==> src/bcnr_pkg.sv <==
package bcnr_pkg;
	// ascii codes the block looks at
	localparam logic [7:0] CH_SPACE = 8'h20;
	localparam logic [7:0] CH_LF = 8'h0A;
	localparam logic [7:0] CH_PLUS = 8'h2B;
	localparam logic [7:0] CH_MINUS = 8'h2D;
	localparam logic [7:0] CH_POINT = 8'h2E;
	localparam logic [7:0] CH_ZERO = 8'h30;
	localparam logic [7:0] CH_NINE = 8'h39;
	localparam logic [7:0] CH_EXP = 8'h45;
	localparam logic [7:0] CH_CR = 8'h0D;
	// bus address group offsets
	localparam logic [7:0] LISTEN_BASE = 8'h20;
	localparam logic [7:0] TALK_BASE = 8'h40;
	localparam logic [7:0] UNLISTEN = 8'h3F;
	localparam logic [7:0] UNTALK = 8'h5F;
	// stack and address list sizes
	localparam int STACK_DEPTH = 4;
	localparam int ADDR_SLOTS = 5;
	localparam int VAL_CHARS = 24;
	localparam logic [4:0] VAL_LAST = 5'h17;
	localparam logic [2:0] ADDR_LAST = 3'h4;
	// keyboard states
	typedef enum logic [1:0] {BCNR_KB_UNSHIFT, BCNR_KB_SHIFT, BCNR_KB_TAB} bcnr_kb_t;
	// one key event from the keypad side
	typedef struct packed {
		logic sep; // section separator
		logic alpha; // text-entry key, ends command mode
		logic shift; // shift state key
		logic tab; // tab state key
		logic print; // send current value
		logic [5:0] code; // key position
	} bcnr_key_t;
	// one byte on the instrument bus
	typedef struct packed {
		logic [7:0] data;
		logic atn;
		logic eoi;
	} bcnr_byte_t;
	// a parsed value as ascii text, left justified, space filled
	typedef struct packed {
		logic [VAL_CHARS*8-1:0] text;
	} bcnr_val_t;
endpackage

==> src/bcnr_handshake.sv <==
`timescale 1ns/10ps
`default_nettype none
// three-wire source handshake for one byte
module bcnr_handshake (
	input wire logic clock_in,
	input wire logic rst_n_in,
	input wire logic send_in, // pulse: byte on byte_in is to go
	input wire bcnr_pkg::bcnr_byte_t byte_in,
	input wire logic nrfd_in, // some listener not ready
	input wire logic ndac_in, // some listener has not accepted
	output bcnr_pkg::bcnr_byte_t bus_out,
	output logic dav_out,
	output logic busy_out,
	output logic done_out
);
	typedef enum logic [1:0] {BCNR_HS_IDLE, BCNR_HS_READY, BCNR_HS_VALID} bcnr_hs_t;
	bcnr_hs_t state_r;
	// handshake sequence; next byte waits for every acceptance
	always_ff @(posedge clock_in or negedge rst_n_in) begin
		if (!rst_n_in) begin
			state_r <= BCNR_HS_IDLE;
			bus_out <= '0;
			dav_out <= 1'b0;
			done_out <= 1'b0;
		end else begin
			done_out <= 1'b0;
			unique case (state_r)
				BCNR_HS_IDLE: begin
					if (send_in) begin
						bus_out <= byte_in;
						state_r <= BCNR_HS_READY;
					end
				end
				BCNR_HS_READY: begin
					// data settles one cycle before valid is raised
					if (!nrfd_in) begin
						dav_out <= 1'b1;
						state_r <= BCNR_HS_VALID;
					end
				end
				BCNR_HS_VALID: begin
					if (!ndac_in) begin
						dav_out <= 1'b0;
						done_out <= 1'b1;
						state_r <= BCNR_HS_IDLE;
					end
				end
			endcase
		end
	end
	// busy from state only; folding send_in back in would loop through the caller
	assign busy_out = state_r != BCNR_HS_IDLE;

	property p_hold_valid;
		@(posedge clock_in) disable iff (!rst_n_in)
		dav_out && ndac_in |=> dav_out;
	endproperty
	a_hold_valid: assert property (p_hold_valid) else $error("valid dropped early");
	property p_valid_after_ready;
		@(posedge clock_in) disable iff (!rst_n_in)
		$rose(dav_out) |-> !$past(nrfd_in);
	endproperty
	a_valid_after_ready: assert property (p_valid_after_ready) else $error("valid while not ready");
endmodule
`default_nettype wire

==> src/bcnr_core.sv <==
`timescale 1ns/10ps
`default_nettype none
// Function
// - first command section bytes carry attention
// - separator drops attention, then keys send data
// - auto address both sections; zero disables
// - three keyboard states, toggle or switch
// - each command starts unshifted
// - print sends value without CR LF
// - parser takes sign, digits, point, exponent
// - positive selector talks that address; zero none
// - skip non-numeric before first digit
// - bus read pushes value on delimiter
// - stack keeps four most recent values
// - spaces skipped, line feed ends read
// - end-or-identify ends the read
// - negative selector reads memory from byte
// - memory read ends after one value
// - address code holds up to five pairs
module bcnr_core (
	input wire logic clock_in,
	input wire logic rst_n_in,
	input wire logic cmd_start_in, // pulse: begin command instruction
	input wire logic [39:0] addr_code_in, // five bcd digit pairs, zero = none
	input wire logic key_valid_in, // pulse: key event
	input wire bcnr_pkg::bcnr_key_t key_in,
	input wire logic [7:0] key_char_in, // character looked up for key and state
	input wire bcnr_pkg::bcnr_val_t cur_val_in, // current value text for print
	input wire logic read_start_in, // pulse: begin numeric read
	input wire logic [7:0] selector_in, // signed: + talker, 0 none, - register
	input wire logic [7:0] byte_num_in, // memory start byte
	input wire logic rx_valid_in, // pulse: byte received from talker
	input wire bcnr_pkg::bcnr_byte_t rx_in,
	output logic [15:0] mem_addr_out, // register and byte for memory read
	output logic mem_req_out,
	input wire logic mem_valid_in,
	input wire logic [7:0] mem_data_in,
	input wire logic nrfd_in,
	input wire logic ndac_in,
	output bcnr_pkg::bcnr_byte_t bus_out,
	output logic dav_out,
	output logic rx_ready_out, // we accept the talker's byte
	output bcnr_pkg::bcnr_kb_t kb_state_out,
	output logic cmd_active_out,
	output logic read_active_out,
	output bcnr_pkg::bcnr_val_t stack_out [bcnr_pkg::STACK_DEPTH]
);
	typedef enum logic [2:0] {
		BCNR_IDLE, BCNR_ADDR, BCNR_CMD, BCNR_PRINT, BCNR_TALK, BCNR_READ, BCNR_UNADDR
	} bcnr_st_t;
	bcnr_st_t state_r;
	logic data_sec_r; // second section: attention off
	logic is_read_r; // instruction being run is a read
	logic from_mem_r; // read source is memory
	logic [2:0] slot_r; // address pair being sent
	logic [4:0] pidx_r; // print character index
	logic [39:0] codes_r;
	bcnr_pkg::bcnr_kb_t kb_r;
	bcnr_pkg::bcnr_val_t acc_r; // value being parsed
	logic [4:0] acc_len_r;
	logic in_val_r; // a digit has been seen
	logic send;
	bcnr_pkg::bcnr_byte_t tx;
	logic hs_busy, hs_done;
	logic [55:0] slot_codes; // address pairs padded by an empty pair each side
	bcnr_pkg::bcnr_val_t push_val; // value handed to the stack, eoi byte included
	localparam logic [2:0] ADDR_SLOTS_L = bcnr_pkg::ADDR_LAST;

	// bcd digit pair to bus address number
	function automatic logic [7:0] pair_to_addr(input logic [7:0] p);
		pair_to_addr = {4'h0, p[7:4]} * 8'h0A + {4'h0, p[3:0]};
	endfunction
	// numeric character class
	function automatic logic is_num(input logic [7:0] c);
		is_num = (c >= bcnr_pkg::CH_ZERO && c <= bcnr_pkg::CH_NINE) ||
			c == bcnr_pkg::CH_PLUS || c == bcnr_pkg::CH_MINUS ||
			c == bcnr_pkg::CH_POINT || c == bcnr_pkg::CH_EXP;
	endfunction
	function automatic logic is_digit(input logic [7:0] c);
		is_digit = c >= bcnr_pkg::CH_ZERO && c <= bcnr_pkg::CH_NINE;
	endfunction

	logic [7:0] in_ch;
	logic in_eoi, in_fire;
	assign in_ch = from_mem_r ? mem_data_in : rx_in.data;
	assign in_eoi = !from_mem_r && rx_in.eoi;
	assign in_fire = state_r == BCNR_READ && (from_mem_r ? mem_valid_in : rx_valid_in);
	assign rx_ready_out = state_r == BCNR_READ && !from_mem_r;
	assign mem_req_out = state_r == BCNR_READ && from_mem_r;
	assign cmd_active_out = state_r inside {BCNR_ADDR, BCNR_CMD, BCNR_PRINT} ||
		(state_r == BCNR_UNADDR && !is_read_r);
	assign read_active_out = state_r inside {BCNR_TALK, BCNR_READ} ||
		(state_r == BCNR_UNADDR && is_read_r);
	assign kb_state_out = kb_r;
	// slot 0 reads the empty pad, slot n reads pair n-1, all in range
	assign slot_codes = {8'h00, codes_r, 8'h00};

	// value ends: delimiter after digits, line feed, or eoi
	logic push_now, end_now, delim;
	assign delim = in_fire && !is_num(in_ch) && in_ch != bcnr_pkg::CH_SPACE;
	assign push_now = in_fire && (in_val_r || (in_eoi && is_digit(in_ch))) &&
		(delim || in_ch == bcnr_pkg::CH_LF || in_eoi);
	assign end_now = in_fire && (in_ch == bcnr_pkg::CH_LF || in_eoi ||
		(from_mem_r && delim && in_val_r));

	// eoi rides on the last character, so that character joins the value
	always_comb begin
		push_val = acc_r;
		if (in_eoi && is_num(in_ch) && acc_len_r != bcnr_pkg::VAL_LAST + 5'h1)
			push_val.text[bcnr_pkg::VAL_CHARS*8-1 - 8*acc_len_r -: 8] = in_ch;
	end

	// outgoing byte choice, registered inside the handshake
	always_comb begin
		send = 1'b0;
		tx = '0;
		unique case (state_r)
			BCNR_ADDR: begin
				send = !hs_busy;
				tx.atn = 1'b1;
				tx.data = slot_r == 3'h0 ? bcnr_pkg::UNLISTEN :
					bcnr_pkg::LISTEN_BASE + pair_to_addr(slot_codes[55 - 8*slot_r -: 8]);
			end
			BCNR_CMD: begin
				send = !hs_busy && key_valid_in && !key_in.sep && !key_in.alpha &&
					!key_in.shift && !key_in.tab && !key_in.print;
				tx.atn = !data_sec_r;
				tx.data = key_char_in;
			end
			BCNR_PRINT: begin
				send = !hs_busy;
				tx.data = cur_val_in.text[bcnr_pkg::VAL_CHARS*8-1 - 8*pidx_r -: 8];
			end
			BCNR_TALK: begin
				send = !hs_busy;
				tx.atn = 1'b1;
				tx.data = bcnr_pkg::TALK_BASE + selector_in;
			end
			BCNR_UNADDR: begin
				send = !hs_busy;
				tx.atn = 1'b1;
				tx.data = is_read_r ? bcnr_pkg::UNTALK : bcnr_pkg::UNLISTEN;
			end
			default: ;
		endcase
	end

	bcnr_handshake u_hs (
		.clock_in(clock_in),
		.rst_n_in(rst_n_in),
		.send_in(send),
		.byte_in(tx),
		.nrfd_in(nrfd_in),
		.ndac_in(ndac_in),
		.bus_out(bus_out),
		.dav_out(dav_out),
		.busy_out(hs_busy),
		.done_out(hs_done)
	);

	// instruction sequencing
	always_ff @(posedge clock_in or negedge rst_n_in) begin
		if (!rst_n_in) begin
			state_r <= BCNR_IDLE;
			data_sec_r <= 1'b0;
			is_read_r <= 1'b0;
			from_mem_r <= 1'b0;
			slot_r <= '0;
			pidx_r <= '0;
			codes_r <= '0;
			mem_addr_out <= '0;
		end else begin
			unique case (state_r)
				BCNR_IDLE: begin
					if (cmd_start_in) begin
						is_read_r <= 1'b0;
						data_sec_r <= 1'b0;
						codes_r <= addr_code_in;
						slot_r <= '0;
						// zero code: no addressing at all
						state_r <= addr_code_in == '0 ? BCNR_CMD : BCNR_ADDR;
					end else if (read_start_in) begin
						is_read_r <= 1'b1;
						from_mem_r <= selector_in[7];
						mem_addr_out <= {8'(-selector_in), byte_num_in};
						// zero selector: assume controller made us listener
						state_r <= selector_in[7] || selector_in == '0 ? BCNR_READ :
							BCNR_TALK;
					end
				end
				BCNR_ADDR: begin
					// unlisten, then each pair up to the first zero pair as a listener
					if (send) begin
						if (slot_r == ADDR_SLOTS_L + 3'h1 || slot_codes[47 - 8*slot_r -: 8] == '0)
							state_r <= BCNR_CMD;
						slot_r <= slot_r + 3'h1;
					end
				end
				BCNR_CMD: begin
					if (key_valid_in && key_in.sep)
						data_sec_r <= 1'b1;
					if (key_valid_in && key_in.print && data_sec_r) begin
						pidx_r <= '0;
						state_r <= BCNR_PRINT;
					end
					if (key_valid_in && key_in.alpha)
						state_r <= codes_r == '0 ? BCNR_IDLE : BCNR_UNADDR;
				end
				BCNR_PRINT: begin
					// cr lf never sent; all 24 characters of the field are sent, trailing fill spaces included
					if (send) begin
						pidx_r <= pidx_r + 5'h1;
						if (pidx_r == bcnr_pkg::VAL_LAST)
							state_r <= BCNR_CMD;
					end
				end
				BCNR_TALK: begin
					if (send)
						state_r <= BCNR_READ;
				end
				BCNR_READ: begin
					if (from_mem_r && mem_valid_in)
						mem_addr_out[7:0] <= mem_addr_out[7:0] + 8'h01;
					if (end_now)
						state_r <= from_mem_r || selector_in == '0 ? BCNR_IDLE :
							BCNR_UNADDR;
				end
				BCNR_UNADDR: begin
					if (send)
						state_r <= BCNR_IDLE;
				end
			endcase
		end
	end
	// keyboard state machine
	always_ff @(posedge clock_in or negedge rst_n_in) begin
		if (!rst_n_in) begin
			kb_r <= bcnr_pkg::BCNR_KB_UNSHIFT;
		end else if (cmd_start_in && state_r == BCNR_IDLE) begin
			kb_r <= bcnr_pkg::BCNR_KB_UNSHIFT;
		end else if (state_r == BCNR_CMD && key_valid_in) begin
			if (key_in.shift)
				kb_r <= kb_r == bcnr_pkg::BCNR_KB_SHIFT ? bcnr_pkg::BCNR_KB_UNSHIFT :
					bcnr_pkg::BCNR_KB_SHIFT;
			else if (key_in.tab)
				kb_r <= kb_r == bcnr_pkg::BCNR_KB_TAB ? bcnr_pkg::BCNR_KB_UNSHIFT :
					bcnr_pkg::BCNR_KB_TAB;
		end
	end

	// value accumulation; text kept left justified, spaces fill
	always_ff @(posedge clock_in or negedge rst_n_in) begin
		if (!rst_n_in) begin
			acc_r <= '0;
			acc_len_r <= '0;
			in_val_r <= 1'b0;
		end else if (state_r != BCNR_READ || push_now) begin
			acc_r.text <= {bcnr_pkg::VAL_CHARS{bcnr_pkg::CH_SPACE}};
			acc_len_r <= '0;
			in_val_r <= 1'b0;
		end else if (in_fire && is_num(in_ch)) begin
			// sign, point or exponent before digits is kept; others before a digit dropped
			if (acc_len_r != bcnr_pkg::VAL_LAST + 5'h1) begin
				acc_r.text[bcnr_pkg::VAL_CHARS*8-1 - 8*acc_len_r -: 8] <= in_ch;
				acc_len_r <= acc_len_r + 5'h1;
			end
			if (is_digit(in_ch))
				in_val_r <= 1'b1;
		end else if (in_fire && !in_val_r && in_ch != bcnr_pkg::CH_SPACE) begin
			// junk before a value clears any stray sign
			acc_r.text <= {bcnr_pkg::VAL_CHARS{bcnr_pkg::CH_SPACE}};
			acc_len_r <= '0;
		end
	end

	// four-level stack, push at bottom, top falls off
	generate
		for (genvar i = 0; i < bcnr_pkg::STACK_DEPTH; i++) begin : g_stk
			if (i == 0) begin : g_bot
				// bottom entry takes the finished value
				always_ff @(posedge clock_in or negedge rst_n_in) begin
					if (!rst_n_in)
						stack_out[i] <= '0;
					else if (push_now)
						stack_out[i] <= push_val;
				end
			end else begin : g_up
				// older entries move up; the top one is lost
				always_ff @(posedge clock_in or negedge rst_n_in) begin
					if (!rst_n_in)
						stack_out[i] <= '0;
					else if (push_now)
						stack_out[i] <= stack_out[i-1];
				end
			end
		end
	endgenerate

	property p_kb_reset;
		@(posedge clock_in) disable iff (!rst_n_in)
		(cmd_start_in && state_r == BCNR_IDLE) |=> kb_r == bcnr_pkg::BCNR_KB_UNSHIFT;
	endproperty
	a_kb_reset: assert property (p_kb_reset) else $error("keyboard not unshifted");
	property p_shift_toggle;
		@(posedge clock_in) disable iff (!rst_n_in)
		(state_r == BCNR_CMD && key_valid_in && key_in.shift && !cmd_start_in &&
			kb_r == bcnr_pkg::BCNR_KB_SHIFT) |=> kb_r == bcnr_pkg::BCNR_KB_UNSHIFT;
	endproperty
	a_shift_toggle: assert property (p_shift_toggle) else $error("shift not cancelled");
	property p_tab_direct;
		@(posedge clock_in) disable iff (!rst_n_in)
		(state_r == BCNR_CMD && key_valid_in && key_in.tab && !key_in.shift &&
			kb_r == bcnr_pkg::BCNR_KB_SHIFT) |=> kb_r == bcnr_pkg::BCNR_KB_TAB;
	endproperty
	a_tab_direct: assert property (p_tab_direct) else $error("no direct switch");
	property p_atn_first;
		@(posedge clock_in) disable iff (!rst_n_in)
		(send && state_r == BCNR_CMD && !data_sec_r) |=> bus_out.atn;
	endproperty
	a_atn_first: assert property (p_atn_first) else $error("command byte without atn");
	property p_data_no_atn;
		@(posedge clock_in) disable iff (!rst_n_in)
		(send && state_r inside {BCNR_PRINT} ) |=> !bus_out.atn;
	endproperty
	a_data_no_atn: assert property (p_data_no_atn) else $error("data with atn");
	property p_zero_code;
		@(posedge clock_in) disable iff (!rst_n_in)
		(state_r == BCNR_IDLE && cmd_start_in && addr_code_in == '0) |=> state_r == BCNR_CMD;
	endproperty
	a_zero_code: assert property (p_zero_code) else $error("addressing not suppressed");
	property p_lf_ends;
		@(posedge clock_in) disable iff (!rst_n_in)
		(in_fire && in_ch == bcnr_pkg::CH_LF) |=> state_r != BCNR_READ;
	endproperty
	a_lf_ends: assert property (p_lf_ends) else $error("line feed did not end read");
	property p_eoi_ends;
		@(posedge clock_in) disable iff (!rst_n_in)
		(in_fire && in_eoi) |=> state_r != BCNR_READ;
	endproperty
	a_eoi_ends: assert property (p_eoi_ends) else $error("eoi did not end read");
	property p_push_shift;
		@(posedge clock_in) disable iff (!rst_n_in)
		push_now |=> stack_out[3] == $past(stack_out[2]) && stack_out[0] == $past(push_val);
	endproperty
	a_push_shift: assert property (p_push_shift) else $error("stack did not shift");
	property p_done_after_valid;
		@(posedge clock_in) disable iff (!rst_n_in)
		hs_done |-> !dav_out && $past(dav_out);
	endproperty
	a_done_after_valid: assert property (p_done_after_valid) else $error("byte done without valid");
endmodule
`default_nettype wire

==> config.mk <==
export PLATFORM = sky130hd
export DESIGN_NAME = bcnr_core
export DESIGN_NICKNAME = d
export VERILOG_FILES = /design/src/bcnr_pkg.sv /design/src/bcnr_handshake.sv /design/src/bcnr_core.sv
export SDC_FILE = /design/constraint.sdc
export NUM_CORES = 2
export LEC_CHECK = 0
export ABC_AREA = 1
export BUFFER_PORTS_ARGS = -buffer_cell sky130_fd_sc_hd__buf_2
export CAP_MARGIN = 30
export CORE_AREA = 5 5 426 428
export CTS_BUF_LIST = sky130_fd_sc_hd__clkbuf_4 sky130_fd_sc_hd__clkbuf_8
export DETAILED_ROUTE_END_ITERATION = 16
export DIE_AREA = 0 0 431 433
export GPL_TIMING_DRIVEN = 0
export PLACE_DENSITY = 0.47
export SYNTH_ARGS = -nofsm -noshare
export SYNTH_HDL_FRONTEND = slang
export SYNTH_SLANG_ARGS = --single-unit
==> constraint.sdc <==
create_clock -name clock_in -period 6.9 [get_ports clock_in]
set_clock_uncertainty 0.05 [all_clocks]
set_input_delay 0.69 -clock clock_in [delete_from_list [all_inputs] [get_ports clock_in]]
set_output_delay 0.69 -clock clock_in [all_outputs]
set_load 0.01 [all_outputs]
==> results_dict.tcl <==
set metrics [dict create \
    grt_max_degree 147 \
    path_cells "clkbuf_1, inv_1, clkbuf_1, ha_1, inv_1, clkbuf_1, o21ai_0, a2111oi_0, ha_1, ha_1, nand3_1, nand3_1, xor2_1, o21ai_0, nand3_1, a31oi_1, o21ai_0" \
    postCtsHoldBufs 55 \
    swShare_pct 37.3 \
    htreeDepth 4 \
    p_switching_mw 6.98 \
    endpoint_kind "flop" \
    cp_data_arrival_time_ns 6.08 \
    pwr-share-comb_pct 27.1 \
    dp.cells 9658 \
    hpwl_um 188000 \
    hp-class "in2reg" \
    io_pins 1095 \
    internal-power_mw 11.7 \
    die-area_mm2 0.187 \
    cts_root_buffer "clkbuf_8" \
    ys_ff_latch 1050 \
    globalRoute.totalOverflow 0 \
    drt_iter0_markers 3903 \
    first_global_vias 48800 \
    final_layout_size_suffix_gt1_share_pct 21.9 \
    required_ns 7.64 \
    cts_sinks 1050 \
    drc 0 \
    synthCells 6191 \
    syn-num-nets 6509 \
    fin_tns_setup_ns 0 \
    clkPwrFrac_pct 35.5 \
    wire_per_inst_um 24.2 \
    min_period_ns 5.34 \
    hold_viol_final 0 \
    antenna_found_initial 38 \
    clockBufferDepth 3 \
    synth_ff_type "dfrtp_1" \
    netlist.area_leader.share_pct 53.3 \
    seq_power_share_pct 37.4 \
    syn_to_final_growth_pct 28.0 \
    grt_pass1_wl_um 347000 \
    netlist_top_cells_count "nand2_1 (1647), o21ai_0 (1096), dfrtp_1 (1050)" \
    synth_edf_count 0 \
    reg2reg_depth 17 \
    startpoint_type "flop" \
    pre_cts_ws_ns 1.75 \
    vias 49300 \
    dieHeight_um 433 \
    drv_slew 0 \
    p_total_mw 18.7 \
    whs_path_depth 5 \
    netlist_top_cells_area "dfrtp_1 (53%), nand2_1 (13%), o21ai_0 (11%)" \
    fmax_mhz 187 \
    rsz0062_at_grt "no" \
    drt_first_pass_iters 6 \
    cts_resized 0 \
    irDropWorstVdd_mv 0.186 \
    crit_family "compound AO/OA/AOI/OAI gates" \
    syn_avg_cell_area_um2 7.96 \
    synth_most_common_cell "nand2_1" \
    place.gp.congestion 0.919 \
    yosysSeqAreaShare_pct 53.3 \
    tightestPinTransition_ns 1.03 \
    crit_cells 17 \
    start_util_pct 27.8 \
    layout_setup_ws_ns 1.56 \
    wirelength_um 244000 \
    nNetsFinal 7871 \
    p_leak_nw 31.8 \
    synth_cell_types 51 \
    utilization_pct 35.5 \
    core-area_mm2 0.177 \
    cpPeakStageDelay_ns 0.81 \
    cp_slowest_cell "a2111oi_0" \
    track_usage_pct 25.2 \
    synth_area_mm2 0.0493 \
    max_slew_margin_pct 30.4 \
    drv_cap 0 \
    numCtsBuffers 193 \
    setup_viol 0 \
    ys_warn_count 0 \
    portBuffers 1086 \
    period_share_pct 77.4 \
    path_buf_inv 5 \
    clk_pin_slew_ns 0.07 \
    crit_fanout 10 \
    insertion_delay_ns 0.96 \
    async_reset_ff_share_pct 100 \
    cellPowerDensity_mw_per_mm2 297 \
    via_per_inst 4.89 \
    cts_tree "yes" \
    fill_cells 19100 \
    rows 155 \
    fin_cells 10100 \
    postRouteAntennaNets 0 \
    cts_setup_buffers 0 \
    path_class "reg2reg" \
    die_w_um 431 \
    outcome "finished clean" \
    synth_area_leader_cell "dfrtp_1" \
]
power groups by stage:
stage	clock network, mW	registers, mW	logic (mW)
after floorplan	0	7.12	2.44
after global placement	0	7.11	4.84
after detailed placement	0	7.10	4.97
after global routing	7.10	7.06	5.46
final	6.65	7.01	5.08
after CTS	6.84	7.00	5.02
final timing paths:
check	start	to	slack (ns)
setup reg to reg	slot_r[0]$_DFFE_PN0P_	u_hs.bus_out[6]$_DFFE_PN0P_	1.56
hold / removal	key_char_in[3]	u_hs.bus_out[5]$_DFFE_PN0P_	0.12
max in group asynchronous	rst_n_in	stack_out[33]$_DFFE_PN0P_	3.99
min in group asynchronous	rst_n_in	stack_out[128]$_DFFE_PN0P_	0.19
hold reg to reg	acc_r[13]$_DFFE_PN0P_	acc_r[13]$_DFFE_PN0P_	0.42
setup / recovery	slot_r[0]$_DFFE_PN0P_	u_hs.bus_out[6]$_DFFE_PN0P_	1.56
stage by stage:
stage                     cell area, um^2  hold WS, ns
final                               63100        0.115
after global routing                63000       0.0501
after CTS                           63000     0.000718
after detailed placement            58200        0.413
after global placement              57700        0.405
after floorplan                     49300        0.344
per-layer routing:
metal	share of wire (%)	GRT usage [%]	vias to the layer above
met5	0.018	0	-
met4	5.0	11.4	8
met3	6.9	5.54	411
met2	46	41.0	1823
met1	42	32.2	24300
li1	-	-	22800
worst reg2reg max path, stage by stage (launching register included):
cell and delay, ns:
dfrtp_1 0.37, clkbuf_1 0.41, inv_1 0.11, clkbuf_1 0.27, ha_1 0.50, inv_1 0.13
clkbuf_1 0.38, o21ai_0 0.17, a2111oi_0 0.81, ha_1 0.37, ha_1 0.35, nand3_1 0.09
nand3_1 0.11, xor2_1 0.17, o21ai_0 0.42, nand3_1 0.18, a31oi_1 0.19, o21ai_0 0.11
cell type report:
cell class	count	area (um^2)	area share [%]
flip-flops and latches	1050	26300	41.7
multi-input cells	4039	18600	29.4
repair buffers	1167	6500	10.3
clock buffers	306	3840	6.09
well taps	2355	2950	4.67
inverters	676	2540	4.02
plain buffers	426	1920	3.04
clock inverters	40	445	0.706
diodes	21	52.6	0.0833
state kept, by name, indices dropped and copies added (netlist names):
signal,flops
state_r,3
pidx_r,5
stack_out,768
acc_r,192
slot_r,3
mem_addr_out,16
codes_r,40
is_read_r,1
acc_len_r,5
in_val_r,1
u_hs.dav_out,1
kb_state_out,2
data_sec_r,1
u_hs.state_r,2
u_hs.bus_out,9
from_mem_r,1
logic make-up (layout without fill, tap and decap cells):
| family | Yosys count | after routing | synth area share (%) |
|---|---|---|---|
| other cells | 1 | 22 | 0.00761 |
| xor+xnor | 11 | 11 | 0.195 |
| mux | 11 | 11 | 0.223 |
| simple gates | 2481 | 2481 | 20.2 |
| buf+inv | 1102 | 2615 | 9.03 |
| flops | 1050 | 1050 | 53.3 |
| fa+ha+maj | 24 | 24 | 0.640 |
| compound gates | 1511 | 1511 | 16.4 |
layout by cell type, fill, tap and decap left out, types with 8 or more instances in the layout:
cell type and n:
nand2_1 1647, buf_2 1198, o21ai_0 1096, dfrtp_1 1050, inv_1 669, nor2_1 427
nand3_1 302, clkbuf_8 247, clkbuf_1 237, a21oi_1 144, o22ai_1 140, o211ai_1 86
clkbuf_4 59, dlygate4sd3_1 55, or2_2 54, buf_4 40, buf_1 29, ha_1 22
diode_2 21, clkinv_2 21, nand4_1 15, nor3_1 15, buf_8 15, mux2i_1 11
xor2_1 10, buf_16 9, nor4_1 8
(Power assumes the default switching activity.)
